## config.mk

```make
export PLATFORM = sky130hd
export DESIGN_NAME = dct_top
export DESIGN_NICKNAME = d
export VERILOG_FILES = /design/src/core/dct_pkg.sv /design/src/core/dct_sync.sv /design/src/core/dct_top.sv
export SDC_FILE = /design/constraint.sdc
export NUM_CORES = 1
export LEC_CHECK = 0
export ABC_AREA = 1
export BUFFER_PORTS_ARGS = -buffer_cell sky130_fd_sc_hd__buf_2
export CORE_ASPECT_RATIO = 1.75
export CORE_MARGIN = 2
export CORE_UTILIZATION = 50
export CTS_BUF_LIST = sky130_fd_sc_hd__clkbuf_4 sky130_fd_sc_hd__clkbuf_8
export DETAILED_ROUTE_END_ITERATION = 8
export PLACE_DENSITY = 0.86
export RECOVER_POWER = 50
export SYNTH_ARGS = -nofsm -noshare
export SYNTH_HDL_FRONTEND = slang
export SYNTH_HIERARCHICAL = 1
export SYNTH_SLANG_ARGS = --single-unit
```

## constraint.sdc

```tcl
create_clock -name ref_clk -period 1.9 [get_ports ref_clk]
set_clock_uncertainty 0.2 [all_clocks]
set_input_delay 0.095 -clock ref_clk [delete_from_list [all_inputs] [get_ports ref_clk]]
set_output_delay 0.095 -clock ref_clk [all_outputs]
set_load 0.01 [all_outputs]
```

## src/core/dct_pkg.sv

```systemverilog
// constants shared by the completion and turnaround block
package dct_pkg;
	// ********************************
	// register map (byte addresses)
	// ********************************
	localparam int DCT_AW = 8;
	localparam int DCT_DW = 32;
	localparam logic [DCT_AW-1:0] DCT_OFS_CTRL = 8'h00;
	localparam logic [DCT_AW-1:0] DCT_OFS_TURN = 8'h04;
	localparam logic [DCT_AW-1:0] DCT_OFS_STAT = 8'h08;
	localparam logic [DCT_AW-1:0] DCT_OFS_MASK = 8'h0c;
	localparam logic [DCT_AW-1:0] DCT_OFS_STATE = 8'h10;
	// ********************************
	// reset values and timing
	// ********************************
	localparam int DCT_TURN_W = 4;
	localparam logic [DCT_TURN_W-1:0] DCT_TURN_RST = 4'h2;
	localparam int DCT_CLK_MHZ = 50;
	localparam int DCT_DESC_GAP_CLKS = 2;
	localparam int DCT_SYNC_STAGES = 2;
	// state register field positions
	localparam int DCT_ST_CNT_LSB = 0;
	localparam int DCT_ST_DESC_BIT = 8;
	localparam int DCT_ST_PEND_LSB = 16;
endpackage

```

## src/core/dct_sync.sv

```systemverilog
// two-stage level synchronizer
`timescale 1ns/100ps
`default_nettype none
module dct_sync #(
	parameter int W = 1
) (
	input wire logic ref_clk,
	input wire logic rstN,
	input wire logic [W-1:0] din,
	output logic [W-1:0] dout
);
	logic [W-1:0] meta_ff;
	logic [W-1:0] sync_ff;
	logic [W-1:0] nxt_meta;
	logic [W-1:0] nxt_sync;

	always_comb begin
		nxt_meta = din;
		nxt_sync = meta_ff;
	end

	always_ff @(posedge ref_clk or negedge rstN) begin
		if (!rstN) begin
			meta_ff <= '0;
			sync_ff <= '0;
		end else begin
			meta_ff <= nxt_meta;
			sync_ff <= nxt_sync;
		end
	end

	assign dout = sync_ff;
endmodule // dct_sync
`default_nettype wire

```

## src/core/dct_top.sv

```systemverilog
// dma completion and bus turnaround control
`timescale 1ns/100ps
`default_nettype none
// Behaviour
// RL1 - hold a dma write in the read-end cycle, and after a read while turnaround clocks are still short
// RL2 - after a descriptor burst read no turnaround clocks are added
// RL3 - external active-low stop request is synchronized and held pending
// RL4 - pending stop: after current transfer, clear enable unless ctrl is written in that cycle, raise stop interrupt
// RL5 - stop interrupt still raised when channel completes or disables same cycle
// RL6 - pending stop is cleared when software enables the channel again
// RL7 - raise fully-disabled interrupt once channel is done and its fifo is empty
// RL8 - count idle clocks since last read end, compare with turnaround value
module dct_top import dct_pkg::*; #(
	parameter int NCH = 2,
	parameter int CNT_W = 8
) (
	input wire logic ref_clk,
	input wire logic nrst,
	input wire logic [DCT_AW-1:0] regAddr,
	input wire logic [DCT_DW-1:0] regWrData,
	input wire logic regWr,
	input wire logic regRd,
	output logic [DCT_DW-1:0] regRdData,
	input wire logic dmaRdEnd,
	input wire logic dmaRdDesc,
	input wire logic dmaWrReq,
	output logic dmaWrGo,
	input wire logic [NCH-1:0] dmaDoneN,
	input wire logic [NCH-1:0] chBusy,
	input wire logic [NCH-1:0] chComplete,
	input wire logic [NCH-1:0] fifoEmpty,
	output logic [NCH-1:0] chEnable,
	output logic irq
);
	// ********************************
	// elaboration checks
	// ********************************
	if (2 * NCH > DCT_DW || NCH > DCT_ST_PEND_LSB || NCH < 1) begin : g_bad_nch
		$error("NCH out of range");
	end
	if (CNT_W < DCT_TURN_W || CNT_W > DCT_ST_DESC_BIT) begin : g_bad_cnt
		$error("CNT_W out of range");
	end
	if (DCT_SYNC_STAGES != 2) begin : g_bad_sync
		$error("synchronizer is fixed at two stages");
	end

	localparam logic [CNT_W-1:0] CNT_MAX = '1;

	// ********************************
	// reset release
	// ********************************
	logic rstMeta_ff;
	logic rstN;
	logic nxt_rstMeta;
	logic nxt_rstN;

	always_comb begin
		nxt_rstMeta = 1'b1;
		nxt_rstN = rstMeta_ff;
	end

	always_ff @(posedge ref_clk or negedge nrst) begin
		if (!nrst) begin
			rstMeta_ff <= 1'b0;
			rstN <= 1'b0;
		end else begin
			rstMeta_ff <= nxt_rstMeta;
			rstN <= nxt_rstN;
		end
	end

	// ********************************
	// stop request synchronizer
	// ********************************
	logic [NCH-1:0] stopSync;
	dct_sync #(.W(NCH)) u_sync (
		.ref_clk(ref_clk),
		.rstN(rstN),
		.din(~dmaDoneN),
		.dout(stopSync)
	);

	// ********************************
	// register bus decode
	// ********************************
	logic wrCtrl;
	logic wrTurn;
	logic wrStat;
	logic wrMask;
	assign wrCtrl = regWr && (regAddr == DCT_OFS_CTRL);
	assign wrTurn = regWr && (regAddr == DCT_OFS_TURN);
	assign wrStat = regWr && (regAddr == DCT_OFS_STAT);
	assign wrMask = regWr && (regAddr == DCT_OFS_MASK);

	// ********************************
	// turnaround tracking
	// ********************************
	logic [CNT_W-1:0] idleCnt_ff;
	logic [CNT_W-1:0] nxt_idleCnt;
	logic lastDesc_ff;
	logic nxt_lastDesc;
	logic [DCT_TURN_W-1:0] turn_ff;
	logic [DCT_TURN_W-1:0] nxt_turn;
	logic dmaWrGo_ff;
	logic nxt_dmaWrGo;
	logic wrOk;

	// idle clocks already meet the programmed gap, or last read was a descriptor
	assign wrOk = lastDesc_ff || (idleCnt_ff >= CNT_W'(turn_ff)); // RL1 RL2 RL8

	always_comb begin
		nxt_idleCnt = idleCnt_ff;
		nxt_lastDesc = lastDesc_ff;
		nxt_turn = turn_ff;
		if (dmaRdEnd) begin
			nxt_idleCnt = '0; // RL8
			nxt_lastDesc = dmaRdDesc; // RL2
		end else if (idleCnt_ff != CNT_MAX) begin
			nxt_idleCnt = idleCnt_ff + 1'b1; // RL8
		end
		if (wrTurn) begin
			nxt_turn = regWrData[DCT_TURN_W-1:0];
		end
		nxt_dmaWrGo = dmaWrReq && wrOk && !dmaRdEnd; // RL1
	end

	always_ff @(posedge ref_clk or negedge rstN) begin
		if (!rstN) begin
			idleCnt_ff <= CNT_MAX;
			lastDesc_ff <= 1'b0;
			turn_ff <= DCT_TURN_RST;
			dmaWrGo_ff <= 1'b0;
		end else begin
			idleCnt_ff <= nxt_idleCnt;
			lastDesc_ff <= nxt_lastDesc;
			turn_ff <= nxt_turn;
			dmaWrGo_ff <= nxt_dmaWrGo;
		end
	end

	// ********************************
	// channel completion
	// ********************************
	logic [NCH-1:0] chEn_ff;
	logic [NCH-1:0] nxt_chEn;
	logic [NCH-1:0] pend_ff;
	logic [NCH-1:0] nxt_pend;
	logic [NCH-1:0] taken_ff;
	logic [NCH-1:0] nxt_taken;
	logic [NCH-1:0] armed_ff;
	logic [NCH-1:0] nxt_armed;
	logic [NCH-1:0] reEn;
	logic [NCH-1:0] fireStop;
	logic [NCH-1:0] fireOff;

	assign reEn = wrCtrl ? (regWrData[NCH-1:0] & ~chEn_ff) : '0;
	// stop fires once per enable, when no transfer is in flight
	assign fireStop = pend_ff & ~taken_ff & ~chBusy; // RL4 RL5
	assign fireOff = armed_ff & ~chEn_ff & ~chBusy & fifoEmpty; // RL7

	always_comb begin
		nxt_chEn = chEn_ff & ~chComplete & ~fireStop; // RL4
		if (wrCtrl) begin
			nxt_chEn = regWrData[NCH-1:0];
		end
		nxt_pend = (pend_ff & ~reEn) | stopSync; // RL3 RL6
		nxt_taken = (taken_ff | fireStop) & ~reEn; // RL6
		nxt_armed = (armed_ff & ~fireOff) | reEn; // RL7
	end

	always_ff @(posedge ref_clk or negedge rstN) begin
		if (!rstN) begin
			chEn_ff <= '0;
			pend_ff <= '0;
			taken_ff <= '0;
			armed_ff <= '0;
		end else begin
			chEn_ff <= nxt_chEn;
			pend_ff <= nxt_pend;
			taken_ff <= nxt_taken;
			armed_ff <= nxt_armed;
		end
	end

	// ********************************
	// interrupt status and mask
	// ********************************
	logic [2*NCH-1:0] stat_ff;
	logic [2*NCH-1:0] nxt_stat;
	logic [2*NCH-1:0] mask_ff;
	logic [2*NCH-1:0] nxt_mask;
	logic irq_ff;
	logic nxt_irq;

	always_comb begin
		nxt_stat = stat_ff;
		if (wrStat) begin
			nxt_stat = stat_ff & ~regWrData[2*NCH-1:0];
		end
		// a new event wins over a clear in the same cycle
		nxt_stat = nxt_stat | {fireOff, fireStop}; // RL4 RL5 RL7
		nxt_mask = wrMask ? regWrData[2*NCH-1:0] : mask_ff;
		nxt_irq = |(stat_ff & mask_ff);
	end

	always_ff @(posedge ref_clk or negedge rstN) begin
		if (!rstN) begin
			stat_ff <= '0;
			mask_ff <= '0;
			irq_ff <= 1'b0;
		end else begin
			stat_ff <= nxt_stat;
			mask_ff <= nxt_mask;
			irq_ff <= nxt_irq;
		end
	end

	// ********************************
	// read data
	// ********************************
	logic [DCT_DW-1:0] rdData_ff;
	logic [DCT_DW-1:0] nxt_rdData;

	always_comb begin
		nxt_rdData = '0;
		if (regRd) begin
			unique case (regAddr)
				DCT_OFS_CTRL: nxt_rdData[NCH-1:0] = chEn_ff;
				DCT_OFS_TURN: nxt_rdData[DCT_TURN_W-1:0] = turn_ff;
				DCT_OFS_STAT: nxt_rdData[2*NCH-1:0] = stat_ff;
				DCT_OFS_MASK: nxt_rdData[2*NCH-1:0] = mask_ff;
				DCT_OFS_STATE: begin
					nxt_rdData[DCT_ST_CNT_LSB +: CNT_W] = idleCnt_ff;
					nxt_rdData[DCT_ST_DESC_BIT] = lastDesc_ff;
					nxt_rdData[DCT_ST_PEND_LSB +: NCH] = pend_ff;
				end
				default: nxt_rdData = '0;
			endcase
		end
	end

	always_ff @(posedge ref_clk or negedge rstN) begin
		if (!rstN) begin
			rdData_ff <= '0;
		end else begin
			rdData_ff <= nxt_rdData;
		end
	end

	assign regRdData = rdData_ff;
	assign dmaWrGo = dmaWrGo_ff;
	assign chEnable = chEn_ff;
	assign irq = irq_ff;

	// ********************************
	// checks
	// ********************************
	chk_wr_held: assert property (@(posedge ref_clk) disable iff (!rstN) // RL1
		(dmaWrReq && !lastDesc_ff && (idleCnt_ff < CNT_W'(turn_ff))) |=> !dmaWrGo_ff)
		else $error("write started inside turnaround gap");
	chk_wr_free: assert property (@(posedge ref_clk) disable iff (!rstN) // RL8
		(dmaWrReq && !dmaRdEnd && (idleCnt_ff >= CNT_W'(turn_ff))) |=> dmaWrGo_ff)
		else $error("write held although gap met");
	chk_desc_nogap: assert property (@(posedge ref_clk) disable iff (!rstN) // RL2
		(dmaRdEnd && dmaRdDesc) ##1 (dmaWrReq && !dmaRdEnd) |=> dmaWrGo_ff)
		else $error("turnaround added after descriptor read");
	chk_irq_level: assert property (@(posedge ref_clk) disable iff (!rstN)
		##1 irq_ff == |($past(stat_ff) & $past(mask_ff)))
		else $error("interrupt output wrong");
	chk_rd_idle: assert property (@(posedge ref_clk) disable iff (!rstN)
		!regRd |=> (rdData_ff == '0))
		else $error("read data not zero outside read cycle");
	chk_gap_restart: assert property (@(posedge ref_clk) disable iff (!rstN) // RL8
		dmaRdEnd |=> (idleCnt_ff == '0))
		else $error("idle count not restarted after read");

	for (genvar i = 0; i < NCH; i++) begin : g_chk
		chk_stop_held: assert property (@(posedge ref_clk) disable iff (!rstN) // RL3
			(stopSync[i] || (pend_ff[i] && !reEn[i])) |=> pend_ff[i])
			else $error("stop request lost");
		chk_stop_fire: assert property (@(posedge ref_clk) disable iff (!rstN) // RL4
			(pend_ff[i] && !taken_ff[i] && !chBusy[i] && !wrCtrl) |=> (!chEn_ff[i] && stat_ff[i]))
			else $error("stop not completed");
		chk_stop_race: assert property (@(posedge ref_clk) disable iff (!rstN) // RL5
			(fireStop[i] && (chComplete[i] || wrStat)) |=> stat_ff[i])
			else $error("stop interrupt dropped");
		chk_pend_clear: assert property (@(posedge ref_clk) disable iff (!rstN) // RL6
			(reEn[i] && !stopSync[i]) |=> !pend_ff[i])
			else $error("pending stop not cleared");
		chk_off_irq: assert property (@(posedge ref_clk) disable iff (!rstN) // RL7
			(armed_ff[i] && !chEn_ff[i] && !chBusy[i] && fifoEmpty[i]) |=> stat_ff[NCH+i])
			else $error("disabled interrupt missing");
		chk_stop_after: assert property (@(posedge ref_clk) disable iff (!rstN) // RL4
			$rose(stat_ff[i]) |-> ($past(pend_ff[i]) && !$past(chBusy[i])))
			else $error("stop interrupt before transfer finished");
		chk_off_after: assert property (@(posedge ref_clk) disable iff (!rstN) // RL7
			$rose(stat_ff[NCH+i]) |->
			($past(fifoEmpty[i]) && !$past(chBusy[i]) && !$past(chEn_ff[i])))
			else $error("disabled interrupt before fifo empty");
	end
endmodule // dct_top
`default_nettype wire

```

==> qor.yml <==
wl_met1_um: 1783
ios: 91
start_util_pct: 52.21
nFillCells: 392
die_area_mm2: 0.005514
gp_congestion: 0.8586
synth_seq_area_share_pct: 49.34
grt.overflow.total: 0
synthTopCellsByArea: "dfrtp_1 (40%), dfstp_2 (9.6%), nand2_1 (8.4%)"
worst_hold_path_type: "input port to flop"
drcViolationCount: 0
top_layer: "met4"
cp-start-kind: "flop"
drt_iter0_markers: 38
via_count: 2087
setup_viol: 0
area_growth_pct: 23.32
yosys_most_used_dff: "dfrtp_1"
cp_slowest_cell: "dfstp_2"
dpl.hpwl_um: 3843
yosysTopAreaCellShare_pct: 39.71
finalHoldViolCount: 0
leakage_nw: 1.638
end_kind: "flop"
status: "finished, final reports clean"
synth_top_area_cell: "dfrtp_1"
synth_common_cells: "nand2_1 (55), inv_1 (41), dfrtp_1 (39)"
powerDensity_mw_per_mm2: 707.3
syn_inst: 293
clk_path_buf_depth: 2
grt_pass1_vias: 2156
synth-edff-count: 0
max_freq_mhz: 551.0
cts.clk_slew.worst_paths_ns: 0.09
synthArstFlopShare_pct: 100.0
crit_type: "flop to flop"
die_h_um: 96.74
finalCriticalPeriod_ns: 1.815
avgSynthCellArea_um2: 8.387
wirelength_um: 5452
hold_ws_ns: 0.004754
multi_input_area_mm2: 0.001005
synth-seq-cells: 48
cts_tree: "yes"
grt_pass1_wl_um: 9266
maxCapViolations: 0
dr.pass1.iters: 4
ir_worst_vdd_v: 0.0006749
fp.coreArea_mm2: 0.004707
route.met2.wl_um: 3071
wl_per_cell_um: 13.07
synth_most_common_cell: "nand2_1"
num_antenna_cells: 0
numCtsBuffers: 5
worstPathArrival_ns: 1.84
antenna_found_initial: 0
wl_met3_um: 239
synth_warnings: 6
seqCellArea_mm2: 0.001212
grtUsageTotal_pct: 21.69
slowest_delay_ns: 0.61
postCtsSetupBuffers: 0
die_w_um: 57.00
drive_gt1_share_pct: 21.92
design_area_mm2: 0.003030
path_cells: "ha_1, nand2_2, nor3_4, nand3_4, nand3_1, o21ai_1"
h-tree-depth: 2
finalSetupTns_ns: 0
required_ns: 1.92
fin_nets: 424
rows: 33
ant_nets: 0
slew_violations: 0
critPathMaxFanout: 8
crit_buf_inv: 0
slew_headroom_pct: 45.71
port_buffers: 41
worstSkewPairLatency_ns: 0.31
cts_root_buf: "clkbuf_8"
netlist_area_mm2: 0.002457
final-instance-count-excl-fill: 417
placed_area_mm2: 0.002659
dpl.cell_count: 385
cts.sinks: 48
path_delay_family: "flip-flops"
routed_via_density: 5.005
ys_types: 25
tightestPinTransition_ns: 0.8144
post-route-period-util_pct: 95.51
grt_max_degree: 27
[placed cells by master (no fill, tap or decap), types with 3 or more instances in the layout]
cell / netlist / routed
a21oi_2: 5 / 6
buf_2: 0 / 41
clkbuf_8: 0 / 6
conb_1: 2 / 22
dfrtp_1: 39 / 39
dfstp_2: 9 / 9
dlygate4sd3_1: 0 / 24
ha_1: 5 / 5
inv_1: 41 / 41
nand2_1: 55 / 55
nand2_2: 4 / 4
nand3_1: 31 / 31
nand4_1: 6 / 6
nor2_1: 38 / 38
nor2_2: 3 / 3
o21ai_0: 18 / 18
[repair_timing]
item                                   4_1_cts  5_1_grt
hold buffers                                24        0
endpoints found under the hold margin       30        0
setup endpoints to repair                    0        2
resized for setup                            0        2
[where the power goes]
| group | total [mW] | internal, mW | switching (mW) | leakage, nW |
|---|---|---|---|---|
| clock network | 0.773 | 0.430 | 0.343 | 0.0614 |
| logic | 0.240 | 0.102 | 0.138 | 0.997 |
| registers | 1.13 | 1.08 | 0.0488 | 0.579 |
[tightest hold or removal path, stage by stage]
cell	delay, ns
buf_2	0.09
nor2_2	0.05
o21ai_0	0.07
o21ai_0	0.07
nand2_1	0.06
nor2_1	0.04
[area by class of cell]
| type | count | share of cell area (%) |
|---|---|---|
| flip-flops and latches | 48 | 40.01 |
| multi-input cells | 200 | 33.15 |
| clock buffers | 6 | 2.725 |
| repair buffers | 66 | 15.36 |
| clock inverters | 2 | 1.280 |
| well taps | 52 | 2.147 |
| inverters | 43 | 5.326 |
[state kept, by name, summed over array words and instances (netlist names)]
register / cells
lastDesc_ff: 1
irq: 1
idleCnt_ff: 8
nxt_rstN: 1
rstN: 1
pend_ff: 2
stat_ff: 4
regRdData: 11
chEnable: 2
armed_ff: 2
mask_ff: 4
u_sync/meta_ff: 2
taken_ff: 2
u_sync/dout: 2
dmaWrGo: 1
turn_ff: 4
[layer usage]
| layer | global-route usage, % | vias to the layer above |
|---|---|---|
| met5 | 0 | - |
| met4 | 17.89 | 0 |
| met3 | 3.610 | 27 |
| met2 | 38.55 | 82 |
| met1 | 20.54 | 961 |
| li1 | - | 1017 |
[through the flow]
| stage | utilization (%) | total power [mW] | setup WS (ns) |
|---|---|---|---|
| finish | 64.38 | 2.143 | 0.08525 |
| CTS | 64.17 | 2.149 | 0.08627 |
| detailed placement | 56.49 | 1.347 | 0.1041 |
| floorplan | - | 1.295 | 0.2808 |
| global placement | 56.49 | 1.336 | 0.1720 |
| global route | 64.38 | 2.228 | -0.01508 |
[path summary, 6_finish.rpt]
check | startpoint | cells past startpoint | slack [ns] | to
worst min-delay path | regAddr[0] | 6 | 0.005 | regRdData[2]
min in group asynchronous | rstN | 0 | 0.14 | lastDesc_ff
max in group asynchronous | rstN | 1 | 0.68 | turn_ff[1]
worst min register to register | rstN | 0 | 0.14 | lastDesc_ff
worst max register to register | idleCnt_ff[0] | 6 | 0.09 | idleCnt_ff[1]
worst max-delay path | idleCnt_ff[0] | 6 | 0.09 | idleCnt_ff[1]
[logic make-up (layout without fill, tap and decap cells)]
group / count (synthesis) / after routing / share of synthesized area (%)
buffers and inverters: 65 / 117 / 13.29
flip-flops: 48 / 48 / 49.34
AND/OR/NAND/NOR: 145 / 145 / 28.06
adder cells (fa/ha/maj): 5 / 5 / 2.546
AO/OA/AOI/OAI: 28 / 28 / 6.466
other: 2 / 22 / 0.3056
Power figures use the tool's default switching activity.
